**config.mk**
```make
export PLATFORM = sky130hd
export DESIGN_NAME = period_timer
export DESIGN_NICKNAME = d
export VERILOG_FILES = /design/src/period_timer_pkg.sv /design/src/period_timer.sv
export VERILOG_INCLUDE_DIRS = /design/src
export SDC_FILE = /design/constraint.sdc
export NUM_CORES = 1
export LEC_CHECK = 0
export BUFFER_PORTS_ARGS = -buffer_cell sky130_fd_sc_hd__buf_2
export CAP_MARGIN = 20
export CORE_MARGIN = 8
export CORE_UTILIZATION = 55
export DETAILED_ROUTE_END_ITERATION = 12
export GPL_ROUTABILITY_DRIVEN = 0
export PLACE_DENSITY_LB_ADDON = 0.15
export SLEW_MARGIN = 20
export SYNTH_ARGS = -nofsm -noshare
export SYNTH_HDL_FRONTEND = slang
export SYNTH_SLANG_ARGS = --single-unit
```
**constraint.sdc**
```tcl
create_clock -name clk_sys -period 3.39 [get_ports clk_sys]
set_input_delay 0.339 -clock clk_sys [delete_from_list [all_inputs] [get_ports clk_sys]]
set_output_delay 0.339 -clock clk_sys [all_outputs]
set_load 0.005 [all_outputs]
```
**src/period_timer_consts.svh**
```systemverilog
// constants for the period timer block: register map, field positions,
// reset values and bus answers; definitions only, included by bare name
`ifndef PERIOD_TIMER_CONSTS_SVH
`define PERIOD_TIMER_CONSTS_SVH

// ************************************************************
// register map, byte addresses on the bus
// ************************************************************
`define PT_ADDR_W          8
`define PT_UNIT_STRIDE     8'h10
`define PT_OFF_COUNT       4'h0
`define PT_OFF_PERIOD      4'h4
`define PT_OFF_CONTROL     4'h8
`define PT_OFF_IRQ_FLAGS   8'h30
`define PT_OFF_IRQ_ENABLES 8'h34

// ************************************************************
// reset values and field layout
// ************************************************************
`define PT_COUNT_RST       8'h00
`define PT_PERIOD_RST      8'hFF
`define PT_CONTROL_RST     7'h00
`define PT_CTRL_USED_W     7

// ************************************************************
// timing: instruction clock is the system clock divided by four
// ************************************************************
`define PT_INSTR_DIV_LAST  2'h3
`define PT_PRESC_LIM_1     6'h00
`define PT_PRESC_LIM_4     6'h03
`define PT_PRESC_LIM_16    6'h0F
`define PT_PRESC_LIM_64    6'h3F

// ************************************************************
// axi4-lite responses
// ************************************************************
`define PT_RESP_OKAY       2'h0
`define PT_RESP_SLVERR     2'h2

`endif

```
**src/period_timer_pkg.sv**
```systemverilog
// types shared by the period timer block
// assumes period_timer_consts.svh supplies the numeric constants
package period_timer_pkg;

    // ************************************************************
    // control register layout, bit 7 not stored
    // ************************************************************
    typedef enum logic [1:0] {
        presc_div1  = 2'h0,
        presc_div4  = 2'h1,
        presc_div16 = 2'h2,
        presc_div64 = 2'h3
    } prescale_select_t;

    typedef struct packed {
        logic [3:0]       postscale_select; // ratio is code plus one
        logic             timer_run;        // counting enabled
        prescale_select_t prescale_select;  // input clock divider
    } timer_control_t;

    // decoded register slot inside one timer unit
    typedef enum logic [1:0] {
        slot_count   = 2'h0,
        slot_period  = 2'h1,
        slot_control = 2'h2,
        slot_none    = 2'h3
    } reg_slot_t;

endpackage

```
**src/period_timer.sv**
```systemverilog
// period timer block: several 8-bit period timers with pre- and postscaler
// assumes one system clock, an axi4-lite master and a sleep level from the core
//
// Implementation choices: the register addresses and the AXI4-Lite slave port.
`timescale 1ns/1ps
`include "period_timer_consts.svh"

// Summary of operation
// - counts only from system clock divided four
// - count starts zero, steps per prescaled edge
// - prescaler divides by 1, 4, 16, 64
// - count equal period gives match pulse
// - match returns count to zero next
// - postscaler ratio is select code plus one
// - postscaler event sets sticky match flag
// - interrupt only when flag and enable set
// - reset clears count, period to ones
// - count or control write clears scalers
// - control write keeps count value
// - count and period always readable, writable
// - unscaled match goes to pwm units
// - first timer offers serial shift clock
// - sleep halts counting, registers keep values
// - control bit seven reads zero, resets zero
// - count and period are eight bits
// - three identical timers, own registers each
module period_timer
    import period_timer_pkg::*;
#(
    parameter int NUM_TIMERS = 3,
    parameter int CNT_W      = 8
) (
    input  wire logic                  clk_sys,
    input  wire logic                  nrst,
    input  wire logic                  sleep_mode,
    input  wire logic [`PT_ADDR_W-1:0] awaddr,
    input  wire logic                  awvalid,
    output logic                       awready,
    input  wire logic [31:0]           wdata,
    input  wire logic [3:0]            wstrb,
    input  wire logic                  wvalid,
    output logic                       wready,
    output logic [1:0]                 bresp,
    output logic                       bvalid,
    input  wire logic                  bready,
    input  wire logic [`PT_ADDR_W-1:0] araddr,
    input  wire logic                  arvalid,
    output logic                       arready,
    output logic [31:0]                rdata,
    output logic [1:0]                 rresp,
    output logic                       rvalid,
    input  wire logic                  rready,
    output logic [NUM_TIMERS-1:0]      match_pulse,
    output logic                       irq_request,
    output logic                       shift_clock
);

    // ************************************************************
    // declarations
    // ************************************************************
    logic [1:0]                  instr_div;      // system clock phase
    logic                        instr_tick;     // one cycle per instruction clock
    logic                        aw_held;        // write address captured
    logic                        w_held;         // write data captured
    logic [`PT_ADDR_W-1:0]       aw_addr_q;      // captured write address
    logic [7:0]                  w_data_q;       // captured low data lane
    logic                        w_lane0_q;      // low lane strobe
    logic                        wr_fire;        // write performed this cycle
    logic                        wr_mapped;      // write hits a register
    logic [NUM_TIMERS-1:0]       wr_count;       // write to count per unit
    logic [NUM_TIMERS-1:0]       wr_period;      // write to period per unit
    logic [NUM_TIMERS-1:0]       wr_control;     // write to control per unit
    logic                        wr_flags;       // write to flag register
    logic                        wr_enables;     // write to enable register
    logic [NUM_TIMERS-1:0]       match_irq_flag;   // sticky flags
    logic [NUM_TIMERS-1:0]       match_irq_enable; // enables
    logic [NUM_TIMERS-1:0]       post_event;     // postscaler outputs
    logic [NUM_TIMERS*CNT_W-1:0] count_vec;      // counts for readback
    logic [NUM_TIMERS*CNT_W-1:0] period_vec;     // periods for readback
    logic [NUM_TIMERS*`PT_CTRL_USED_W-1:0] control_vec; // controls for readback
    logic [31:0]                 next_rdata;     // read mux result
    logic                        next_rmapped;   // read hits a register
    logic [NUM_TIMERS-1:0]       next_match_irq_flag; // flag update

    // ************************************************************
    // instruction clock enable
    // ************************************************************
    // a divide-by-four phase counter gives a single-cycle tick
    always_ff @(posedge clk_sys or negedge nrst) begin
        if (!nrst) begin
            instr_div <= 2'h0;
        end else begin
            instr_div <= instr_div + 2'h1;
        end
    end

    // the only timer clock source, nothing else is selectable
    assign instr_tick = (instr_div == `PT_INSTR_DIV_LAST);

    // ************************************************************
    // address decode helper
    // ************************************************************
    // returns the unit index for an address, NUM_TIMERS or above when not a unit
    function automatic int unsigned unit_of(input logic [`PT_ADDR_W-1:0] a);
        unit_of = int'(a / `PT_UNIT_STRIDE);
    endfunction

    // returns which of the three slots an address names inside a unit
    function automatic reg_slot_t slot_of(input logic [`PT_ADDR_W-1:0] a);
        logic [3:0] off;
        off = a[3:0];
        case (off)
            `PT_OFF_COUNT:   slot_of = slot_count;
            `PT_OFF_PERIOD:  slot_of = slot_period;
            `PT_OFF_CONTROL: slot_of = slot_control;
            default:         slot_of = slot_none;
        endcase
    endfunction

    // ************************************************************
    // axi4-lite write channel
    // ************************************************************
    // address and data are taken independently, in either order
    assign awready = !aw_held;
    assign wready  = !w_held;
    assign wr_fire = aw_held && w_held && !bvalid;

    // capture of the write address
    always_ff @(posedge clk_sys or negedge nrst) begin
        if (!nrst) begin
            aw_held   <= 1'b0;
            aw_addr_q <= '0;
        end else if (awvalid && awready) begin
            aw_held   <= 1'b1;
            aw_addr_q <= awaddr;
        end else if (wr_fire) begin
            aw_held   <= 1'b0;
        end
    end

    // capture of the write data, only the low lane carries register bits
    always_ff @(posedge clk_sys or negedge nrst) begin
        if (!nrst) begin
            w_held    <= 1'b0;
            w_data_q  <= 8'h00;
            w_lane0_q <= 1'b0;
        end else if (wvalid && wready) begin
            w_held    <= 1'b1;
            w_data_q  <= wdata[7:0];
            w_lane0_q <= wstrb[0];
        end else if (wr_fire) begin
            w_held    <= 1'b0;
        end
    end

    // write response, one cycle after both halves are present
    always_ff @(posedge clk_sys or negedge nrst) begin
        if (!nrst) begin
            bvalid <= 1'b0;
            bresp  <= `PT_RESP_OKAY;
        end else if (wr_fire) begin
            bvalid <= 1'b1;
            bresp  <= wr_mapped ? `PT_RESP_OKAY : `PT_RESP_SLVERR;
        end else if (bready) begin
            bvalid <= 1'b0;
        end
    end

    // write decode into per-register strobes
    always_comb begin
        wr_count   = '0;
        wr_period  = '0;
        wr_control = '0;
        wr_flags   = 1'b0;
        wr_enables = 1'b0;
        wr_mapped  = 1'b0;
        if (aw_addr_q == `PT_OFF_IRQ_FLAGS) begin
            wr_mapped = 1'b1;
            wr_flags  = wr_fire && w_lane0_q;
        end else if (aw_addr_q == `PT_OFF_IRQ_ENABLES) begin
            wr_mapped  = 1'b1;
            wr_enables = wr_fire && w_lane0_q;
        end else begin
            for (int u = 0; u < NUM_TIMERS; u++) begin
                if (unit_of(aw_addr_q) == u && slot_of(aw_addr_q) != slot_none) begin
                    wr_mapped     = 1'b1;
                    // a strobe without the low lane is accepted and changes nothing
                    wr_count[u]   = wr_fire && w_lane0_q && slot_of(aw_addr_q) == slot_count;
                    wr_period[u]  = wr_fire && w_lane0_q && slot_of(aw_addr_q) == slot_period;
                    wr_control[u] = wr_fire && w_lane0_q && slot_of(aw_addr_q) == slot_control;
                end
            end
        end
    end

    // ************************************************************
    // timer units
    // ************************************************************
    for (genvar i = 0; i < NUM_TIMERS; i++) begin : g_unit
        logic [CNT_W-1:0] count;       // timer_count
        logic [CNT_W-1:0] period;      // timer_period
        timer_control_t   ctrl;        // timer_control, bit 7 not held
        logic [5:0]       presc_cnt;   // prescaler counter
        logic [5:0]       presc_lim;   // last prescaler value
        logic [3:0]       post_cnt;    // postscaler counter
        logic             counting;    // instruction edge while enabled
        logic             timer_tick;  // prescaled clock edge
        logic             match_q;     // registered match pulse
        logic             post_q;      // registered postscaler event
        logic             hit;         // count equals period

        // divider end point for each prescale code
        always_comb begin
            case (ctrl.prescale_select)
                presc_div1:  presc_lim = `PT_PRESC_LIM_1;
                presc_div4:  presc_lim = `PT_PRESC_LIM_4;
                presc_div16: presc_lim = `PT_PRESC_LIM_16;
                presc_div64: presc_lim = `PT_PRESC_LIM_64;
                default:     presc_lim = `PT_PRESC_LIM_1;
            endcase
        end

        // run bit and sleep gate the instruction clock
        assign counting   = instr_tick && ctrl.timer_run && !sleep_mode;
        assign timer_tick = counting && (presc_cnt == presc_lim);
        // comparison is continuous, the pulse is taken on a timer edge
        assign hit        = (count == period);

        // control register, reset to zero
        always_ff @(posedge clk_sys or negedge nrst) begin
            if (!nrst) begin
                ctrl <= timer_control_t'(`PT_CONTROL_RST);
            end else if (wr_control[i]) begin
                ctrl <= timer_control_t'(w_data_q[`PT_CTRL_USED_W-1:0]);
            end
        end

        // prescaler: cleared by count or control writes, held when stopped
        always_ff @(posedge clk_sys or negedge nrst) begin
            if (!nrst) begin
                presc_cnt <= 6'h00;
            end else if (wr_count[i] || wr_control[i]) begin
                presc_cnt <= 6'h00;
            end else if (timer_tick) begin
                presc_cnt <= 6'h00;
            end else if (counting) begin
                presc_cnt <= presc_cnt + 6'h01;
            end
        end

        // count register; a software write beats a same-cycle step
        always_ff @(posedge clk_sys or negedge nrst) begin
            if (!nrst) begin
                count <= `PT_COUNT_RST;
            end else if (wr_count[i]) begin
                count <= w_data_q;
            end else if (timer_tick) begin
                // control writes never touch the count
                count <= hit ? `PT_COUNT_RST : count + 8'h01;
            end
        end

        // period register, all ones after reset
        always_ff @(posedge clk_sys or negedge nrst) begin
            if (!nrst) begin
                period <= `PT_PERIOD_RST;
            end else if (wr_period[i]) begin
                period <= w_data_q;
            end
        end

        // match pulse: one cycle per period of period plus one steps
        always_ff @(posedge clk_sys or negedge nrst) begin
            if (!nrst) begin
                match_q <= 1'b0;
            end else begin
                match_q <= timer_tick && hit && !wr_count[i];
            end
        end

        // postscaler: counts matches, fires once per code plus one
        always_ff @(posedge clk_sys or negedge nrst) begin
            if (!nrst) begin
                post_cnt <= 4'h0;
                post_q   <= 1'b0;
            end else if (wr_count[i] || wr_control[i]) begin
                post_cnt <= 4'h0;
                post_q   <= 1'b0;
            end else if (match_q) begin
                post_q   <= (post_cnt == ctrl.postscale_select);
                post_cnt <= (post_cnt == ctrl.postscale_select) ? 4'h0 : post_cnt + 4'h1;
            end else begin
                post_q   <= 1'b0;
            end
        end

        // unscaled match goes straight out to the pwm units
        assign match_pulse[i] = match_q;
        assign post_event[i]  = post_q;
        assign count_vec[i*CNT_W +: CNT_W]  = count;
        assign period_vec[i*CNT_W +: CNT_W] = period;
        assign control_vec[i*`PT_CTRL_USED_W +: `PT_CTRL_USED_W] = ctrl;
    end

    // ************************************************************
    // interrupt flags and enables
    // ************************************************************
    // a postscaler event in the same cycle as a clear keeps the flag set
    always_comb begin
        next_match_irq_flag = wr_flags ? w_data_q[NUM_TIMERS-1:0] : match_irq_flag;
        next_match_irq_flag = next_match_irq_flag | post_event;
    end

    // sticky flag register; only software clears it
    always_ff @(posedge clk_sys or negedge nrst) begin
        if (!nrst) begin
            match_irq_flag <= '0;
        end else begin
            match_irq_flag <= next_match_irq_flag;
        end
    end

    // enable register
    always_ff @(posedge clk_sys or negedge nrst) begin
        if (!nrst) begin
            match_irq_enable <= '0;
        end else if (wr_enables) begin
            match_irq_enable <= w_data_q[NUM_TIMERS-1:0];
        end
    end

    // request to the core interrupt logic
    assign irq_request = |(match_irq_flag & match_irq_enable);

    // ************************************************************
    // serial shift clock from the first timer
    // ************************************************************
    // toggling on each match gives a square wave of half the match rate
    always_ff @(posedge clk_sys or negedge nrst) begin
        if (!nrst) begin
            shift_clock <= 1'b0;
        end else if (match_pulse[0]) begin
            shift_clock <= !shift_clock;
        end
    end

    // ************************************************************
    // axi4-lite read channel
    // ************************************************************
    // one read at a time; the answer is registered one cycle later
    assign arready = !rvalid;

    // read mux over the register map, unused bits read zero
    always_comb begin
        next_rdata   = 32'h0000_0000;
        next_rmapped = 1'b0;
        if (araddr == `PT_OFF_IRQ_FLAGS) begin
            next_rmapped = 1'b1;
            next_rdata[NUM_TIMERS-1:0] = match_irq_flag;
        end else if (araddr == `PT_OFF_IRQ_ENABLES) begin
            next_rmapped = 1'b1;
            next_rdata[NUM_TIMERS-1:0] = match_irq_enable;
        end else begin
            for (int u = 0; u < NUM_TIMERS; u++) begin
                if (unit_of(araddr) == u) begin
                    case (slot_of(araddr))
                        slot_count: begin
                            next_rmapped = 1'b1;
                            next_rdata[CNT_W-1:0] = count_vec[u*CNT_W +: CNT_W];
                        end
                        slot_period: begin
                            next_rmapped = 1'b1;
                            next_rdata[CNT_W-1:0] = period_vec[u*CNT_W +: CNT_W];
                        end
                        slot_control: begin
                            // bit 7 and above stay zero
                            next_rmapped = 1'b1;
                            next_rdata[`PT_CTRL_USED_W-1:0] =
                                control_vec[u*`PT_CTRL_USED_W +: `PT_CTRL_USED_W];
                        end
                        default: begin
                            next_rmapped = 1'b0;
                        end
                    endcase
                end
            end
        end
    end

    // read answer register
    always_ff @(posedge clk_sys or negedge nrst) begin
        if (!nrst) begin
            rvalid <= 1'b0;
            rdata  <= 32'h0000_0000;
            rresp  <= `PT_RESP_OKAY;
        end else if (arvalid && arready) begin
            rvalid <= 1'b1;
            rdata  <= next_rdata;
            rresp  <= next_rmapped ? `PT_RESP_OKAY : `PT_RESP_SLVERR;
        end else if (rready) begin
            rvalid <= 1'b0;
        end
    end

endmodule

```
* Yosys cells after proc, flatten, opt, wreduce, memory -nomap -nowiden
Index checks and enable logic that the tools add are counted.
** Operators by class
- Add/sub/neg operators :: 10
- Multiply operators :: 0
- Divide/modulo/power cells :: 0
- $lt $le $gt $ge :: 0
- Equal/unequal tests :: 44
- Shift-type cells :: 0
- Muxes and demuxes :: 112
- Bitwise operators :: 2
- Reductions and logical operators :: 75
** Operators with widths (number)
- 8-bit two-way mux :: 12
- 6-bit case mux with 4 select lines :: 3
- 32-bit zero test :: 2
- 7-bit case mux with 3 select lines :: 3
- 6-bit two-way mux :: 9
- 2-bit two-way mux :: 22
- 1-bit two-way mux :: 38
- 4-bit two-way mux :: 9
- 1-bit logical AND :: 33
- 8-bit by 6-bit equality test with 1-bit output, second input constant :: 4
- 3-bit two-way mux :: 9
- 2-bit equality test, second input constant :: 13
- 8-bit by 1-bit adder with 8-bit output, second input constant :: 3
- 8-bit equality test :: 3
- 2-bit nonzero test :: 10
- 6-bit by 1-bit adder with 6-bit output, second input constant :: 3
- 2-bit by 1-bit equality test with 1-bit output, second input constant :: 9
- 6-bit equality test :: 3
- 2-bit zero test :: 9
- 4-bit by 1-bit adder with 4-bit output, second input constant :: 3
- 4-bit equality test :: 3
- 2-bit case mux with 3 select lines :: 2
- 3-bit OR reduction :: 4
- 5-bit two-way mux :: 2
- 13 further kinds :: 32
** Storage, ports and cells
- Bits in registers :: 147
- Latch bits :: 0
- Memory bits (writable) :: 0
- Bits in read-only memories :: 0
- Input bits :: 60
- Output and inout port bits :: 46
- Logic and storage cells :: 284
- Memories :: 0

* Longest topological paths before layout
- Depth in word-level cells :: 16
- Mapped depth :: 7
- Mapped depth without buffers :: 6

* Least setup slack after synthesis
OpenSTA, ideal clock, no wires.
- Kind :: register -> register
- Start :: register bvalid
- End :: register g_unit[0].ctrl, in the netlist control_vec[3]
- Setup time :: 0.125 ns
- Arrival time :: 1.631 ns
- Data required time :: 3.265 ns
- Setup slack :: 1.634 ns
- Stages on the path, launching flop included :: 8
- Buffers on the path :: 2
- Clock period less this slack :: 1.756 ns
- Path through :: dfrtp_1 -> nand4b_1 -> and4b_1 -> buf_2 -> and2_1 -> buf_4 -> nand2_4 -> mux2_4
** On the way
- Longest elaborated chain between the ends :: 7
** Ends and longest elaborated chain
- from (decl) :: RTL line period_timer.sv:44 : output logic bvalid,
- from (signal assigned) :: RTL line period_timer.sv:159 : bvalid <= 1'b0;
- from (signal assigned) :: RTL line period_timer.sv:162 : bvalid <= 1'b1;
- from (signal assigned) :: RTL line period_timer.sv:165 : bvalid <= 1'b0;
- 1-bit zero test :: RTL line period_timer.sv:126 : assign wr_fire = aw_held && w_held && !bvalid;
- 1-bit logical AND :: RTL line period_timer.sv:126
- 1-bit logical AND (2 in series) :: RTL line period_timer.sv:190 : wr_control[u] = wr_fire && w_lane0_q && slot_of(aw_addr_q) == slot_control;
- 1-bit two-way mux :: RTL line period_timer.sv:185 : if (unit_of(aw_addr_q) == u && slot_of(aw_addr_q) != slot_none) begin
- 3-bit two-way mux :: RTL line period_timer.sv:180 : end else if (aw_addr_q == `PT_OFF_IRQ_ENABLES) begin
- 3-bit two-way mux :: RTL line period_timer.sv:177 : if (aw_addr_q == `PT_OFF_IRQ_FLAGS) begin
- to (signal assigned) :: RTL line period_timer.sv:232 : ctrl <= timer_control_t'(`PT_CONTROL_RST);
- to (signal assigned) :: RTL line period_timer.sv:234 : ctrl <= timer_control_t'(w_data_q[`PT_CTRL_USED_W-1:0]);
- to (decl) :: RTL line period_timer.sv:202 : timer_control_t ctrl;
Every way passes these cells.
A chain may end at the register's enable or synchronous reset.

* Final worst setup path
- Start :: register instr_div[0]
- End :: register g_unit[1].count[4]
** On the way
- Longest elaborated chain between the ends :: 5
** Ends and longest elaborated chain
- from (decl) :: RTL line period_timer.sv:61 : logic [1:0] instr_div;
- from (signal assigned) :: RTL line period_timer.sv:93 : instr_div <= instr_div + 2'h1;
- 2-bit equality test (no line)
- 1-bit logical AND (2 in series) :: RTL line period_timer.sv:224 : assign counting = instr_tick && ctrl.timer_run && !sleep_mode;
- 1-bit logical AND :: RTL line period_timer.sv:225 : assign timer_tick = counting && (presc_cnt == presc_lim);
- 2-bit nonzero test (no line)
- to (signal assigned) :: RTL line period_timer.sv:254 : count <= `PT_COUNT_RST;
- to (signal assigned) :: RTL line period_timer.sv:256 : count <= w_data_q;
- to (signal assigned) :: RTL line period_timer.sv:259 : count <= hit ? `PT_COUNT_RST : count + 8'h01;
- to (decl) :: RTL line period_timer.sv:200 : logic [CNT_W-1:0] count;
Every way passes these cells.

==> impl_metrics.json <==
{
  "postCtsHoldBufs": 0,
  "coreArea_um2": 14600,
  "ant_nets": 0,
  "cp_max_fo": 11,
  "grt_overflow": 0,
  "drt_iter0_markers": 521,
  "cts-root-buf": "clkbuf_16",
  "reg2reg_to": "g_unit[1].count[4]",
  "timing.hold.ws_ns": -0.0220,
  "critical_path.startpoint": "instr_div[0]",
  "failed_checks": "negative hold slack",
  "dieArea_um2": 19100,
  "seq_area_frac_synth": 0.445,
  "rows": 44,
  "endpoint": "g_unit[1].count[4]",
  "h-tree-depth": 4,
  "end_kind": "flop",
  "grt_start_max_net_pins": 93,
  "finalWorstSetupSlack_ns": 0.909,
  "synth_edf_count": 0,
  "drtPass1Iterations": 5,
  "seqPwrFrac": 0.453,
  "place_hpwl_um": 14600,
  "rrSetupSlack_ns": 0.91,
  "synth_area_um2": 8230,
  "avgRoutedWirePerCell_um": 20.1,
  "sw_frac_of_total": 0.359,
  "post-place-ws_ns": 0.959,
  "synth_common_cells": "dfrtp_1, nor2_1, nand2_1",
  "r2r-start": "instr_div[0]",
  "p_leak_nw": 4.07,
  "diodes": 0,
  "grt_use_total": 0.216,
  "finalCriticalPeriod_ns": 2.48,
  "p_int_mw": 3.78,
  "synth_most_common_cell": "dfrtp_1",
  "finalHoldViolCount": 6,
  "power_density_nw_per_um2": 650,
  "nNetsFinal": 907,
  "ios": 106,
  "rsz0062_at_grt": "no",
  "synth-seq-cells": 145,
  "fin_setup_tns_ns": 0,
  "p_total_mw": 5.89,
  "syn2layout_area_growth_pct": 10.3,
  "p_clk_frac": 0.311,
  "die_x_um": 138,
  "drive_gt1_frac": 0.232,
  "ys_warn_count": 0,
  "antenna_found_initial": 0,
  "fin_skew_ns": 0.0109,
  "cts-resized-gates": 0,
  "finalNonFillerCells": 1034,
  "numCtsBuffers": 17,
  "vias": 6282,
  "cts_tree": "built",
  "die_y_um": 138,
  "clk_path_buf_depth": 2,
  "status": "finished with violations",
  "ir_drop_uv": 603,
  "dp.cells": 1002,
  "cap_viol_max_count": 0,
  "post-cts-setup-buffer-count": 0,
  "critical_path_class": "reg2reg",
  "cts_num_sinks": 145,
  "portBuffers": 52,
  "hold_class": "in2async",
  "start_kind": "flop",
  "arrival_ns": 2.83,
  "fmax_mhz": 403,
  "required_ns": 3.74,
  "slew_headroom": 0.385,
  "worst-slew-pin-transition_ns": 0.920,
  "ff2ff_path_depth": 6,
  "synth.top_cell.area_share": 0.368,
  "synthTopCellsByArea": "dfrtp_1, dfstp_2, mux2_2, xor2_1, buf_4",
  "synthArstFlopShare": 1.00,
  "combPwrFrac": 0.236,
  "wl_um": 20800,
  "syn_area_per_cell_um2": 10.3,
  "drc": 0,
  "slew_violations": 0,
  "worstSkewPairLatency_ns": 0.43,
  "grt_pass1_vias": 6362,
  "grt_pass1_wl_um": 33400,
  "syn_inst": 799,
  "synth_cell_types": 70,
  "synth_top_area_cell": "dfrtp_1",
  "vias_per_cell": 6.08,
  "fillCellCount": 1164,
  "setup_viol": 0,
  "p_sw_mw": 2.12,
  "start_util": 0.564,
  "clkTransAtPathRegs_ns": 0.06,
  "fin_crit_sh": 0.732,
  "ys.flop_type": "dfrtp_1"
}
## flip-flops by register name (all words and copies together) (netlist names), 8 cells and up
register,count
w_data_q,8
control_vec,21
rdata,8
g_unit.presc_cnt,18
g_unit.count,24
aw_addr_q,8
g_unit.period,24
g_unit.post_cnt,12
## layout make-up
cell class	instances	area [um^2]	area share
multi-input combinational	604	4240	0.468
clock inverter	13	125	0.0138
sequential	145	3660	0.403
timing repair buffer	57	317	0.0349
tap	184	230	0.0254
clock buffer	19	453	0.0499
inverter	12	45.0	0.00497
## worst min path at each step
| stage | start | to | slack, ns | cells after the start |
|---|---|---|---|---|
| after floorplan | nrst | aw_addr_q[0] | 0.04 | 0 |
| after global placement | instr_div[0] | instr_div[0] | 0.42 | 1 |
| after detailed placement | g_unit[1].post_q | match_irq_flag[1] | 0.43 | 1 |
| after CTS | nrst | g_unit[0].presc_cnt[2] | 0.04 | 1 |
| after global routing | nrst | g_unit[0].presc_cnt[2] | 0.06 | 1 |
| final | nrst | g_unit[0].presc_cnt[2] | -0.02 | 1 |
## critical path: stages, from the launching register on
cell and delay, ns:
dfrtp_1 0.35, ha_1 0.31, nand3b_1 0.33, a211o_1 0.34, a21oi_1 0.67, nand4b_1 0.19
a31oi_1 0.21
## stage by stage
stage          hold WS [ns]  cell area (um^2)   util
6_report            -0.0220              9070  0.622
5_1_grt              0.0597              9070  0.622
4_1_cts              0.0354              9070  0.622
3_5_place_dp          0.430              8490  0.582
3_3_place_gp          0.418              8490  0.582
2_1_floorplan        0.0434              8320      -
## routing by layer
| layer | track usage | vias to the layer above | share of wire |
|---|---|---|---|
| met1 | 0.273 | 3120 | 0.45 |
| met2 | 0.356 | 181 | 0.48 |
| li1 | - | 2948 | - |
| met3 | 0.0483 | 33 | 0.050 |
| met4 | 0.0738 | 0 | 0.019 |
| met5 | 0 | - | 0 |
## logic make-up (layout without fill, tap and decap cells)
family	count (synthesis)	after routing	synth area share
other	1	26	0.000456
buffers and inverters	75	101	0.0508
xor gates and xnor gates	48	48	0.0511
DFF	145	145	0.445
AOI/OAI and AO/OA	173	173	0.140
muxes	89	89	0.124
and+or+nand+nor	258	258	0.173
adders and majority gates	10	10	0.0152
## power groups by stage
| stage | logic, mW | registers [mW] | clock network (mW) |
|---|---|---|---|
| 2_1_floorplan | 1.20 | 2.32 | 0 |
| 3_3_place_gp | 1.31 | 2.66 | 0 |
| 3_5_place_dp | 1.37 | 2.68 | 0 |
| 4_1_cts | 1.39 | 2.65 | 1.86 |
| 5_1_grt | 1.55 | 2.70 | 1.93 |
| 6_report | 1.39 | 2.67 | 1.83 |
## layout by cell type, fill, tap and decap left out, drive strengths merged, types with 8 or more instances in the layout
cell,n
dfrtp,121
mux2,73
nand2,59
nor2,58
buf,57
o21ai,42
xor2,38
nand3,38
a21oi,33
a31oi,26
conb,26
dfstp,24
clkbuf,19
inv,17
mux2i,15
nand4b,12
o2bb2ai,12
nand3b,11
nor3,11
xnor2,10
nor2b,10
ha,10
and3,9
nor4,9
a22oi,8
nand4,8
Note: power is estimated with default switching activity, not from simulation.
